--- src/core/sfi_pkg.sv ---
// Constants and types shared by the serial flash interface control block.
// Assumes a single system clock of 25 MHz that samples every pin of the serial link.
package sfi_pkg;

    // Instruction codes, first byte after select, most significant bit first.
    localparam logic [7:0] SFI_OP_UNLOCK = 8'h06;
    localparam logic [7:0] SFI_OP_RELOCK = 8'h04;
    localparam logic [7:0] SFI_OP_PAGE = 8'h02;
    localparam logic [7:0] SFI_OP_BLOCK = 8'hD8;
    localparam logic [7:0] SFI_OP_FULL = 8'hC7;
    localparam logic [7:0] SFI_OP_STATUS_WR = 8'h01;
    localparam logic [7:0] SFI_OP_STATUS_RD = 8'h05;
    localparam logic [7:0] SFI_OP_SLEEP = 8'hB9;
    localparam logic [7:0] SFI_OP_WAKE = 8'hAB;

    // Status byte layout.
    localparam int SFI_BUSY_BIT = 0;
    localparam int SFI_LATCH_BIT = 1;
    localparam int SFI_PROT_LSB = 2;
    localparam logic [2:0] SFI_PROT_RESET = 3'h0;

    // Byte counts of each instruction, taken at deselect.
    localparam logic [9:0] SFI_LEN_OP = 10'h001;
    localparam logic [9:0] SFI_LEN_STATUS_WR = 10'h002;
    localparam logic [9:0] SFI_LEN_ADDR = 10'h004;
    localparam logic [9:0] SFI_LEN_PAGE_MIN = 10'h005;
    localparam logic [8:0] SFI_PAGE_BYTES = 9'h100;

    // Internal cycle durations in microseconds and the system clock rate.
    localparam int SFI_CLK_MHZ = 25;
    localparam int SFI_T_STATUS_US = 10;
    localparam int SFI_T_PAGE_US = 1000;
    localparam int SFI_T_BLOCK_US = 100000;
    localparam int SFI_T_FULL_US = 1000000;
    localparam int SFI_FAST_SHIFT = 1;

    typedef enum logic [1:0] {SFI_PWR_STANDBY, SFI_PWR_ACTIVE, SFI_PWR_DEEP} sfi_power_t;
    typedef enum logic [2:0] {SFI_CYC_NONE, SFI_CYC_STATUS, SFI_CYC_PAGE, SFI_CYC_BLOCK,
                              SFI_CYC_FULL} sfi_cycle_t;

    typedef struct packed {
        logic cs_n;
        logic sclk;
        logic mosi;
        logic hold_n;
        logic wp_n;
        logic hv;
    } sfi_pins_t;

    typedef struct packed {
        logic [23:0] addr;
        logic [7:0] data;
    } sfi_word_t;

endpackage

--- src/core/sfi_serial_flash_ctrl.sv ---
// Serial interface front end and operation sequencer of a serial flash device.
// Assumes all link pins are asynchronous to clk and much slower than it; the program
// data stream leaves through a two-entry buffer towards the array write logic.
// Function
// Output bits change after clock falling edge.
// Input bits sampled on clock rising edge.
// Deselected means output floats.
// Deselected stays active until internal cycle ends.
// Select low enters active power state.
// No instruction before first select falling edge.
// Hold pauses exchange, keeps interface state.
// Hold floats output, ignores clock and data.
// Hold only entered while selected.
// Logic-level protect pin freezes protect bits.
// Both clock idle levels work identically.
// Unlock then page write starts program.
// Page write: up to 256 bytes, one page.
// Master should batch bytes in one page write.
// Programming clears bits; erased byte is all ones.
// Sector and full wipes start erase cycles.
// Unlock must precede every erase.
// Busy flag shows during internal cycles.
// High voltage on protect pin selects fast mode.
// Sleep enters deep power-down until wake.
// Deep power-down ignores write instructions.
// Write latch clears at reset and completion.
// Hold edges take effect while clock low.
// Deselect during hold resets the interface.
// First eight bits form the instruction, MSB first.
`timescale 1ns/1ps
`default_nettype none
module sfi_serial_flash_ctrl
    import sfi_pkg::*;
#(
    parameter int unsigned STATUS_CYCLES = SFI_T_STATUS_US * SFI_CLK_MHZ,
    parameter int unsigned PAGE_CYCLES = SFI_T_PAGE_US * SFI_CLK_MHZ,
    parameter int unsigned BLOCK_CYCLES = SFI_T_BLOCK_US * SFI_CLK_MHZ,
    parameter int unsigned FULL_CYCLES = SFI_T_FULL_US * SFI_CLK_MHZ
) (
    input wire logic clk,
    input wire logic reset_n,
    input wire logic cs_n,
    input wire logic sclk,
    input wire logic mosi,
    input wire logic hold_n,
    input wire logic wp_n,
    input wire logic hv_detect,
    output logic miso,
    output logic miso_oe,
    output logic busy_flag,
    output logic write_latch,
    output logic [2:0] protect_size_bits,
    output sfi_power_t power_state,
    output logic fast_mode,
    output sfi_cycle_t cycle_kind,
    output logic hold_active,
    output logic stream_overrun,
    output logic stream_valid,
    output sfi_word_t stream_word,
    input wire logic stream_ready
);

    if (STATUS_CYCLES < 4 || PAGE_CYCLES < 4 || BLOCK_CYCLES < 4 || FULL_CYCLES < 4) begin : g_bad
        $error("sfi_serial_flash_ctrl: cycle counts must be at least 4");
    end

    typedef struct packed {
        sfi_pins_t sync1;
        sfi_pins_t sync2;
        logic sclk_prev;
        logic cs_prev;
        logic armed;
        logic hold;
        logic [2:0] bit_cnt;
        logic [9:0] byte_cnt;
        logic [7:0] shift;
        logic [7:0] opcode;
        logic [23:0] addr;
        logic [2:0] new_prot;
        logic [8:0] page_bytes;
        logic [7:0] out_shift;
        logic miso;
        logic miso_oe;
        logic [2:0] prot;
        logic latch;
        logic sleep;
        logic busy;
        logic fast;
        sfi_cycle_t cycle;
        logic [31:0] timer;
        sfi_power_t power;
        logic out_valid;
        sfi_word_t out_word;
        logic spare_valid;
        sfi_word_t spare_word;
        logic overrun;
    } sfi_state_t;

    sfi_state_t s_reg;
    sfi_state_t s_next;
    sfi_pins_t pin;
    logic selected;
    logic cs_fall;
    logic cs_rise;
    logic sclk_rise;
    logic sclk_fall;
    logic exec_ok;
    logic write_ok;
    logic reading;

    function automatic logic [31:0] cycle_len(input logic [31:0] base, input logic fast);
        return fast ? (base >> SFI_FAST_SHIFT) : base;
    endfunction

    function automatic logic [7:0] status_byte(input sfi_state_t st);
        logic [7:0] b;
        b = 8'h00;
        b[SFI_BUSY_BIT] = st.busy;
        b[SFI_LATCH_BIT] = st.latch;
        b[SFI_PROT_LSB +: 3] = st.prot;
        return b;
    endfunction

    // Only the second synchroniser stage is read by any logic.
    assign pin = s_reg.sync2;
    assign cs_fall = s_reg.cs_prev && !pin.cs_n;
    assign cs_rise = !s_reg.cs_prev && pin.cs_n;
    assign selected = !pin.cs_n && s_reg.armed;
    // Both clock idle levels give the same edges, so no mode setting is needed.
    assign sclk_rise = selected && !s_reg.hold && pin.sclk && !s_reg.sclk_prev && !cs_fall;
    assign sclk_fall = selected && !s_reg.hold && !pin.sclk && s_reg.sclk_prev && !cs_fall;
    // An instruction only counts when it ends on a byte boundary outside hold.
    assign exec_ok = cs_rise && s_reg.armed && !s_reg.hold && s_reg.bit_cnt == 3'h0;
    // Writes need the latch, an idle array and no deep power-down.
    assign write_ok = exec_ok && s_reg.latch && !s_reg.busy && !s_reg.sleep;
    assign reading = s_reg.opcode == SFI_OP_STATUS_RD && s_reg.byte_cnt != 10'h000
                     && !s_reg.sleep;

    always_comb begin
        logic [7:0] byte_in;
        logic popped;
        logic push;
        byte_in = {s_reg.shift[6:0], pin.mosi};
        push = 1'b0;
        popped = s_reg.out_valid && stream_ready;
        s_next = s_reg;
        s_next.sync1 = '{cs_n: cs_n, sclk: sclk, mosi: mosi, hold_n: hold_n, wp_n: wp_n,
                         hv: hv_detect};
        s_next.sync2 = s_reg.sync1;
        s_next.sclk_prev = pin.sclk;
        s_next.cs_prev = pin.cs_n;

        // Nothing is decoded until select has been seen falling once.
        if (cs_fall) begin
            s_next.armed = 1'b1;
        end

        // Hold is entered or left only while the clock is low; deselect clears it at any clock level.
        if (pin.cs_n) begin
            s_next.hold = 1'b0;
        end else if (!pin.sclk) begin
            s_next.hold = !pin.hold_n;
        end

        // Rising clock edges shift data in; hold freezes all of this.
        if (sclk_rise) begin
            s_next.shift = byte_in;
            s_next.bit_cnt = s_reg.bit_cnt + 3'h1;
            if (s_reg.bit_cnt == 3'h7) begin
                if (s_reg.byte_cnt != 10'h3FF) begin
                    s_next.byte_cnt = s_reg.byte_cnt + 10'h001;
                end
                if (s_reg.byte_cnt == 10'h000) begin
                    s_next.opcode = byte_in;
                    s_next.out_shift = status_byte(s_reg);
                end else if (reading) begin
                    s_next.out_shift = status_byte(s_reg);
                end else if (s_reg.byte_cnt < SFI_LEN_ADDR) begin
                    s_next.addr = {s_reg.addr[15:0], byte_in};
                end else if (s_reg.opcode == SFI_OP_PAGE) begin
                    // Bytes stay in one page: the low address wraps.
                    s_next.addr[7:0] = s_reg.addr[7:0] + 8'h01;
                    if (s_reg.page_bytes != SFI_PAGE_BYTES) begin
                        s_next.page_bytes = s_reg.page_bytes + 9'h001;
                    end
                    push = s_reg.latch && !s_reg.busy && !s_reg.sleep;
                end
                if (s_reg.byte_cnt == SFI_LEN_OP && s_reg.opcode == SFI_OP_STATUS_WR) begin
                    s_next.new_prot = byte_in[SFI_PROT_LSB +: 3];
                end
            end
        end

        // Output bits move on falling edges only.
        if (sclk_fall && reading) begin
            s_next.miso = s_reg.out_shift[7];
            s_next.out_shift = {s_reg.out_shift[6:0], 1'b0};
        end
        s_next.miso_oe = selected && !s_next.hold && reading;

        // Internal cycle countdown; completion clears busy and the latch.
        if (s_reg.busy) begin
            s_next.timer = s_reg.timer - 32'h1;
            if (s_reg.timer == 32'h1) begin
                s_next.busy = 1'b0;
                s_next.latch = 1'b0;
                s_next.cycle = SFI_CYC_NONE;
            end
        end

        if (exec_ok) begin
            unique case (s_reg.opcode)
                SFI_OP_UNLOCK: begin
                    if (s_reg.byte_cnt == SFI_LEN_OP && !s_reg.sleep && !s_reg.busy) begin
                        s_next.latch = 1'b1;
                    end
                end
                SFI_OP_RELOCK: begin
                    if (s_reg.byte_cnt == SFI_LEN_OP && !s_reg.sleep && !s_reg.busy) begin
                        s_next.latch = 1'b0;
                    end
                end
                SFI_OP_STATUS_WR: begin
                    if (write_ok && s_reg.byte_cnt == SFI_LEN_STATUS_WR) begin
                        // A low protect pin freezes the protected-area size.
                        if (pin.wp_n) begin
                            s_next.prot = s_reg.new_prot;
                        end
                        s_next.busy = 1'b1;
                        s_next.cycle = SFI_CYC_STATUS;
                        s_next.timer = 32'(STATUS_CYCLES);
                    end
                end
                SFI_OP_PAGE: begin
                    if (write_ok && s_reg.byte_cnt >= SFI_LEN_PAGE_MIN) begin
                        s_next.busy = 1'b1;
                        s_next.fast = pin.hv;
                        s_next.cycle = SFI_CYC_PAGE;
                        s_next.timer = cycle_len(32'(PAGE_CYCLES), pin.hv);
                    end
                end
                SFI_OP_BLOCK: begin
                    if (write_ok && s_reg.byte_cnt == SFI_LEN_ADDR) begin
                        s_next.busy = 1'b1;
                        s_next.fast = pin.hv;
                        s_next.cycle = SFI_CYC_BLOCK;
                        s_next.timer = cycle_len(32'(BLOCK_CYCLES), pin.hv);
                    end
                end
                SFI_OP_FULL: begin
                    // A full wipe is refused while any area is protected.
                    if (write_ok && s_reg.byte_cnt == SFI_LEN_OP && s_reg.prot == 3'h0) begin
                        s_next.busy = 1'b1;
                        s_next.fast = pin.hv;
                        s_next.cycle = SFI_CYC_FULL;
                        s_next.timer = cycle_len(32'(FULL_CYCLES), pin.hv);
                    end
                end
                SFI_OP_SLEEP: begin
                    if (s_reg.byte_cnt == SFI_LEN_OP && !s_reg.busy) begin
                        s_next.sleep = 1'b1;
                    end
                end
                SFI_OP_WAKE: begin
                    if (s_reg.byte_cnt >= SFI_LEN_OP) begin
                        s_next.sleep = 1'b0;
                    end
                end
                default: begin
                end
            endcase
        end

        // Deselect ends the instruction and resets the interface, hold or not.
        if (pin.cs_n || cs_fall) begin
            s_next.bit_cnt = 3'h0;
            s_next.byte_cnt = 10'h000;
            s_next.page_bytes = 9'h000;
            s_next.opcode = 8'h00;
            s_next.shift = 8'h00;
        end

        if (s_next.sleep) begin
            s_next.power = SFI_PWR_DEEP;
        end else if (!pin.cs_n || s_reg.busy) begin
            s_next.power = SFI_PWR_ACTIVE;
        end else begin
            s_next.power = SFI_PWR_STANDBY;
        end

        // Two-entry buffer: a stalled reader fills the spare slot before any loss.
        if (popped) begin
            s_next.out_valid = s_reg.spare_valid;
            s_next.out_word = s_reg.spare_word;
            s_next.spare_valid = 1'b0;
        end
        if (push) begin
            if (!s_next.out_valid) begin
                s_next.out_valid = 1'b1;
                s_next.out_word = '{addr: s_reg.addr, data: byte_in};
            end else if (!s_next.spare_valid) begin
                s_next.spare_valid = 1'b1;
                s_next.spare_word = '{addr: s_reg.addr, data: byte_in};
            end else begin
                // The link cannot be stalled, so a third byte is dropped and flagged.
                s_next.overrun = 1'b1;
            end
        end
        if (cs_fall) begin
            s_next.overrun = 1'b0;
        end
    end

    always_ff @(posedge clk) begin
        if (!reset_n) begin
            s_reg <= '0;
            // Select counts as low at reset so only a real falling edge arms.
            s_reg.sync1 <= '{cs_n: 1'b0, sclk: 1'b0, mosi: 1'b0, hold_n: 1'b1, wp_n: 1'b1,
                             hv: 1'b0};
            s_reg.sync2 <= '{cs_n: 1'b0, sclk: 1'b0, mosi: 1'b0, hold_n: 1'b1, wp_n: 1'b1,
                             hv: 1'b0};
            s_reg.prot <= SFI_PROT_RESET;
            s_reg.cycle <= SFI_CYC_NONE;
            s_reg.power <= SFI_PWR_STANDBY;
        end else begin
            s_reg <= s_next;
        end
    end

    assign miso = s_reg.miso;
    assign miso_oe = s_reg.miso_oe;
    assign busy_flag = s_reg.busy;
    assign write_latch = s_reg.latch;
    assign protect_size_bits = s_reg.prot;
    assign power_state = s_reg.power;
    assign fast_mode = s_reg.fast;
    assign cycle_kind = s_reg.cycle;
    assign hold_active = s_reg.hold;
    assign stream_overrun = s_reg.overrun;
    assign stream_valid = s_reg.out_valid;
    assign stream_word = s_reg.out_word;
endmodule
`default_nettype wire

--- config.mk ---
export PLATFORM = sky130hd
export DESIGN_NAME = sfi_serial_flash_ctrl
export DESIGN_NICKNAME = d
export VERILOG_FILES = /design/src/core/sfi_pkg.sv /design/src/core/sfi_serial_flash_ctrl.sv
export SDC_FILE = /design/constraint.sdc
export NUM_CORES = 1
export LEC_CHECK = 0
export ABC_AREA = 1
export BUFFER_PORTS_ARGS = -buffer_cell sky130_fd_sc_hd__buf_2
export CAP_MARGIN = 20
export CELL_PAD_IN_SITES_DETAIL_PLACEMENT = 1
export CELL_PAD_IN_SITES_GLOBAL_PLACEMENT = 1
export CORE_MARGIN = 2
export CORE_UTILIZATION = 44
export DETAILED_ROUTE_END_ITERATION = 8
export MAX_ROUTING_LAYER = met4
export PLACE_DENSITY_LB_ADDON = 0.1
export SKIP_CTS_REPAIR_TIMING = 1
export SYNTH_ARGS = -nofsm -noshare
export SYNTH_HDL_FRONTEND = slang
export SYNTH_SLANG_ARGS = --single-unit
--- constraint.sdc ---
create_clock -name clk -period 2.05 [get_ports clk]
set_input_delay 0.1025 -clock clk [delete_from_list [all_inputs] [get_ports clk]]
set_output_delay 0.1025 -clock clk [all_outputs]
set_load 0.05 [all_outputs]
# ---- Word-level counts from Yosys, hierarchy flattened
# Cells that the tools add are included.
# Widths: inputs -> output; s select.
dict set report classes {
  n_addsub 4
  order_cmp 3
  eq_ne 18
  muxes 47
  bitwise_logic 4
  reduce_logical 70
}
# op n
set op_table {}
lappend op_table {{$pmux 35 s4} 1}
lappend op_table {{$mux 37} 3}
lappend op_table {{$mux 35} 2}
lappend op_table {{$mux 34} 2}
lappend op_table {{$mux 67} 1}
lappend op_table {{$mux 32} 2}
lappend op_table {{$mux 8} 6}
lappend op_table {{$mux 39} 1}
lappend op_table {{$logic_and 1x1->1} 33}
lappend op_table {{$eq 32x1->1 const B} 1}
lappend op_table {{$eq 8x8->1 const B} 4}
lappend op_table {{$sub 32x1->32 const B} 1}
lappend op_table {{$mux 25} 1}
lappend op_table {{$eq 8x3->1 const B} 3}
lappend op_table {{$mux 22} 1}
lappend op_table {{$reduce_and 3->1} 7}
lappend op_table {{$mux 1} 19}
lappend op_table {{$mux 15} 1}
lappend op_table {{$reduce_and 5->1} 3}
lappend op_table {{$add 10x1->10 const B} 1}
lappend op_table {{$eq 10x1->1 const B} 1}
lappend op_table {{$eq 10x2->1 const B} 1}
lappend op_table {{$eq 10x3->1 const B} 1}
lappend op_table {{$ge 10x1->1 const B} 1}
lappend op_table {{other kinds (26)} 49}
dict set report totals {
  register_bits 192
  output_inout_bits 48
  wordCells 189
}

# ---- Longest topological paths before layout
dict set report depth {
  depth_word 14
  ltp_mapped 14
  ltp_nobuf 14
}

# ---- Least setup slack after synthesis
# No wires, ideal clock.
dict set report synth_timing {
  kind {reg2reg}
  startpoint {register s_reg (netlist bit busy_flag)}
  endpoint {register s_reg[99] (netlist name)}
  setup_ps 119
  t_arrival_ps 1843
  setup_slack_ps 89
  stages_incl_launch_ff 11
  cell_sequence {dfxtp_1 nand2_1 nor2_1 nand2_1 nor2_1 nand3_1 nor2_2 nand3_1 nor2_1 xnor2_1 nor2_1}
}
dict set report synth_between {
  elab_chain_len 8
  elab_cells_between_ends 15
}
# element line_no
set synth_rtl {}
lappend synth_rtl {{from (decl)} sfi_serial_flash_ctrl.sv:99} ;# sfi_state_t s_reg;
lappend synth_rtl {{from (signal assigned)} sfi_serial_flash_ctrl.sv:326} ;# s_reg <= s_next;
lappend synth_rtl {{$logic_not 1->1} sfi_serial_flash_ctrl.sv:135} ;# assign write_ok = exec_ok && s_reg.latch && !s_reg.busy && !s_reg.sleep;
lappend synth_rtl {{$logic_and 1x1->1 (2 in a row)} sfi_serial_flash_ctrl.sv:135}
lappend synth_rtl {{$logic_and 1x1->1 (2 in a row)} sfi_serial_flash_ctrl.sv:252} ;# if (write_ok && s_reg.byte_cnt == SFI_LEN_OP && s_reg.prot == 3'h0) begin
lappend synth_rtl {{$mux 37} sfi_serial_flash_ctrl.sv:252}
lappend synth_rtl {{$pmux 35 s4} sfi_serial_flash_ctrl.sv:212} ;# unique case (s_reg.opcode)
lappend synth_rtl {{$mux 39 *} sfi_serial_flash_ctrl.sv:211} ;# if (exec_ok) begin
# Every way passes the cells marked *; elsewhere a longest branch is shown, timed or not. The select of a mux whose other input is x is not followed.
# A chain may end at the register's enable or synchronous reset.

# ---- Final worst setup path
dict set report layout_timing {
  startpoint {register s_reg[184] (netlist name)}
  endpoint {register s_reg[69] (netlist name)}
}
dict set report layout_between {
  elab_chain_len 10
  elab_cells_between_ends 16
}
# element line_no
set layout_rtl {}
lappend layout_rtl {{$logic_not 3->1 *} sfi_serial_flash_ctrl.sv:133} ;# assign exec_ok = cs_rise && s_reg.armed && !s_reg.hold && s_reg.bit_cnt == 3'h0;
lappend layout_rtl {{$logic_and 1x1->1 *} sfi_serial_flash_ctrl.sv:133}
lappend layout_rtl {{$logic_and 1x1->1 (3 in a row)} sfi_serial_flash_ctrl.sv:135}
lappend layout_rtl {{$logic_and 1x1->1 (2 in a row)} sfi_serial_flash_ctrl.sv:252}
lappend layout_rtl {{$mux 37} sfi_serial_flash_ctrl.sv:252}
lappend layout_rtl {{$pmux 35 s4} sfi_serial_flash_ctrl.sv:212}
lappend layout_rtl {{$mux 39 *} sfi_serial_flash_ctrl.sv:211}
# Marked as above.

==> metrics.cfg <==
[critical_path]
slowest_delay_ns=0.33
reg2regPathDepth=13
regToRegSetupSlack_ns=-0.07
cp_max_fo=7
cp-end-kind=flop
criticalPathCategory=reg -> reg
arrival_ns=2.44
reg2reg_to=s_reg[69]$_SDFF_PN0_
critPathBufInv=3
cpMostUsedCell=nand2_2
worst_ep_required_time_ns=2.38
cp_slowest_cell=dfxtp_2
worst_setup_path_start_kind=flop
worstPathCellList=inv_2 -> ha_4 -> nand2_2 -> inv_2 -> nand3_4 -> nor2_4 -> nand3_2 -> nand2_2 -> nand2_2 -> inv_2 -> nand4_1 -> nand2_2 -> nor2_1
crit_family=simple AND/OR/NAND/NOR gates
r2r_start=s_reg[184]$_SDFFE_PP0P_

[drt]
wl_per_cell_um=16.9
dr.pass1.iters=7
remaining_drc_errors=0
avgViaCountPerCell=5.28
routed_wl_um=32700
vias=10200
antenna_left=0
initialDrtViolationCount=522

[sta]
max_slew.worst_pin.slew_ns=0.695
period_share_pct=103
hold_violations=0
period_minus_slack_ns=2.12
setup_viol=6
maxClockFrequency_mhz=472
drv_slew=0
fin_skew_ns=0.0184
slew_headroom_pct=53.6
fin_tns_setup_ns=-0.330
setup_ws_ns=-0.0668
rsz0062_at_grt=true

[global_route]
antenna_found_initial=1
grt_use_total_pct=27.5
grt_pass1_wl_um=51700
grt_pass1_vias=10300
grt_overflow=0
grt_max_degree=60

[finish]
final_common_cell=nand2_1
drive_gt1_share_pct=18.7
largest_reg_flops=132
final_cells=1934
syn_to_final_growth_pct=20.0
final_cell_mix=444 x nand2_1, 181 x dfxtp_1, 155 x inv_1
final_nets=1655

[placement]
place_hpwl_um=23500
dp.cells=1884
dp_slack_ns=-0.191
globalplace.congestion=0.933
portBuffers=56

[logic_synthesis]
ys_seq_area_share_pct=38.2
ys_warn_count=0
avgSynthCellArea_sq_um=6.51
synthArstFlopShare_pct=0
netlist_area_sq_mm=0.0100
synthCells=1539
ys_ff_latch=191
synth-edff-count=0
ys_types=40
syn-num-nets=1559
synthFlopType=dfxtp_1

[clocking]
cts_buffer_depth=2
clk_latency_ns=0.45
cts_tree=yes
h-tree-depth=4
cts_buffers=17
cts_root_buffer=clkbuf_16
clkSinkCount=191
clk_pin_slew_ns=0.08

[hold_path]
hold_path.class=in -> reg
hp-start=stream_ready
hold_end=stream_valid$_SDFF_PN0_
whs_path_depth=4

[floorplanning]
rows=55
die-area_sq_mm=0.0240
die_w_um=155
core_area_sq_mm=0.0225
die_y_um=155
initial_core_util_pct=44.5
io_pins=57

[pwr]
ir_worst_vdd_mv=0.547
p_total_mw=7.30
cellPowerDensity_mw_per_mm2=608
cellLeakagePower_nw=5.22

[status]
status=finished with violations
violations=setup timing

[job]
drv_cap=0

## synthesized netlist by cell type, types with 7 or more instances
library cell | n | area, sq um
nand4_1 | 20 | 125
buf_4 | 40 | 300
nor2_1 | 143 | 537
a21oi_1 | 155 | 776
nor4_1 | 7 | 43.8
a211oi_1 | 12 | 90.1
nor2_2 | 10 | 62.6
clkbuf_1 | 34 | 128
xor2_1 | 20 | 175
inv_1 | 162 | 608
dfxtp_1 | 191 | 3820
inv_2 | 8 | 30.0
o21ai_0 | 110 | 551
ha_1 | 11 | 138
nand2_1 | 461 | 1730
buf_2 | 13 | 65.1
nor3_1 | 28 | 140
nand3_1 | 70 | 350
## worst max-delay path by stage
stage,from,cells after the start,endpoint
global route,s_reg[184]$_SDFFE_PP0P_,13,s_reg[69]$_SDFF_PN0_
global placement,s_reg[183]$_SDFFE_PP0P_,13,s_reg[80]$_SDFF_PN0_
detailed placement,s_reg[183]$_SDFFE_PP0P_,13,s_reg[80]$_SDFF_PN0_
CTS,s_reg[183]$_SDFFE_PP0P_,13,cycle_kind[2]$_SDFF_PN0_
floorplan,busy_flag$_SDFF_PN0_,10,s_reg[99]$_SDFF_PN0_
finish,s_reg[184]$_SDFFE_PP0P_,13,s_reg[69]$_SDFF_PN0_
## layout make-up
class	count	area, sq um
multi-input cells	1081	5340
repair inverters	1	7.51
flip-flops and latches	191	3840
fillers	3045	10500
repair buffers	171	1230
inverters	172	651
diodes	1	2.50
well taps	285	357
clock buffers	17	425
clock inverters	15	165
## layer usage
layer / track usage (%) / vias to the layer above / share of wire [%]
met4: 6.92 / 0 / 1.8
met2: 47.8 / 151 / 50
met5: - / - / 0
met1: 33.8 / 4926 / 45
met3: 3.93 / 46 / 2.8
li1: - / 5087 / -
## per-stage QoR
stage | hold slack, ns | area [sq um] | utilization [%]
2_1_floorplan | 0.200 | 10000 | -
3_3_place_gp | 0.285 | 10900 | 48.4
3_5_place_dp | 0.295 | 10900 | 48.4
4_1_cts | -0.166 | 11500 | 51.1
5_1_grt | 0.0600 | 12000 | 53.4
6_report | 0.0150 | 12000 | 53.4
## cell families after synthesis
| group | share of synthesized area [%] |
|---|---|
| AO/OA/AOI/OAI | 15.1 |
| XOR/XNOR | 1.84 |
| adder cells (fa/ha/maj) | 1.37 |
| buffers and inverters | 11.9 |
| flip-flops | 38.2 |
| AND/OR/NAND/NOR | 31.6 |
## report_power, final
group          switching (mW)  total (mW)  internal [mW]
sequential            0.00970        3.73           3.72
clock                    1.75        3.40           1.65
combinational           0.125       0.172         0.0467
total                    1.88        7.30           5.42
## worst min-delay path, stage by stage
cell	delay (ns)
buf_2	0.09
nand2_1	0.05
nand2_1	0.09
a21oi_1	0.08
No activity file was read; power rests on OpenSTA's default activity.
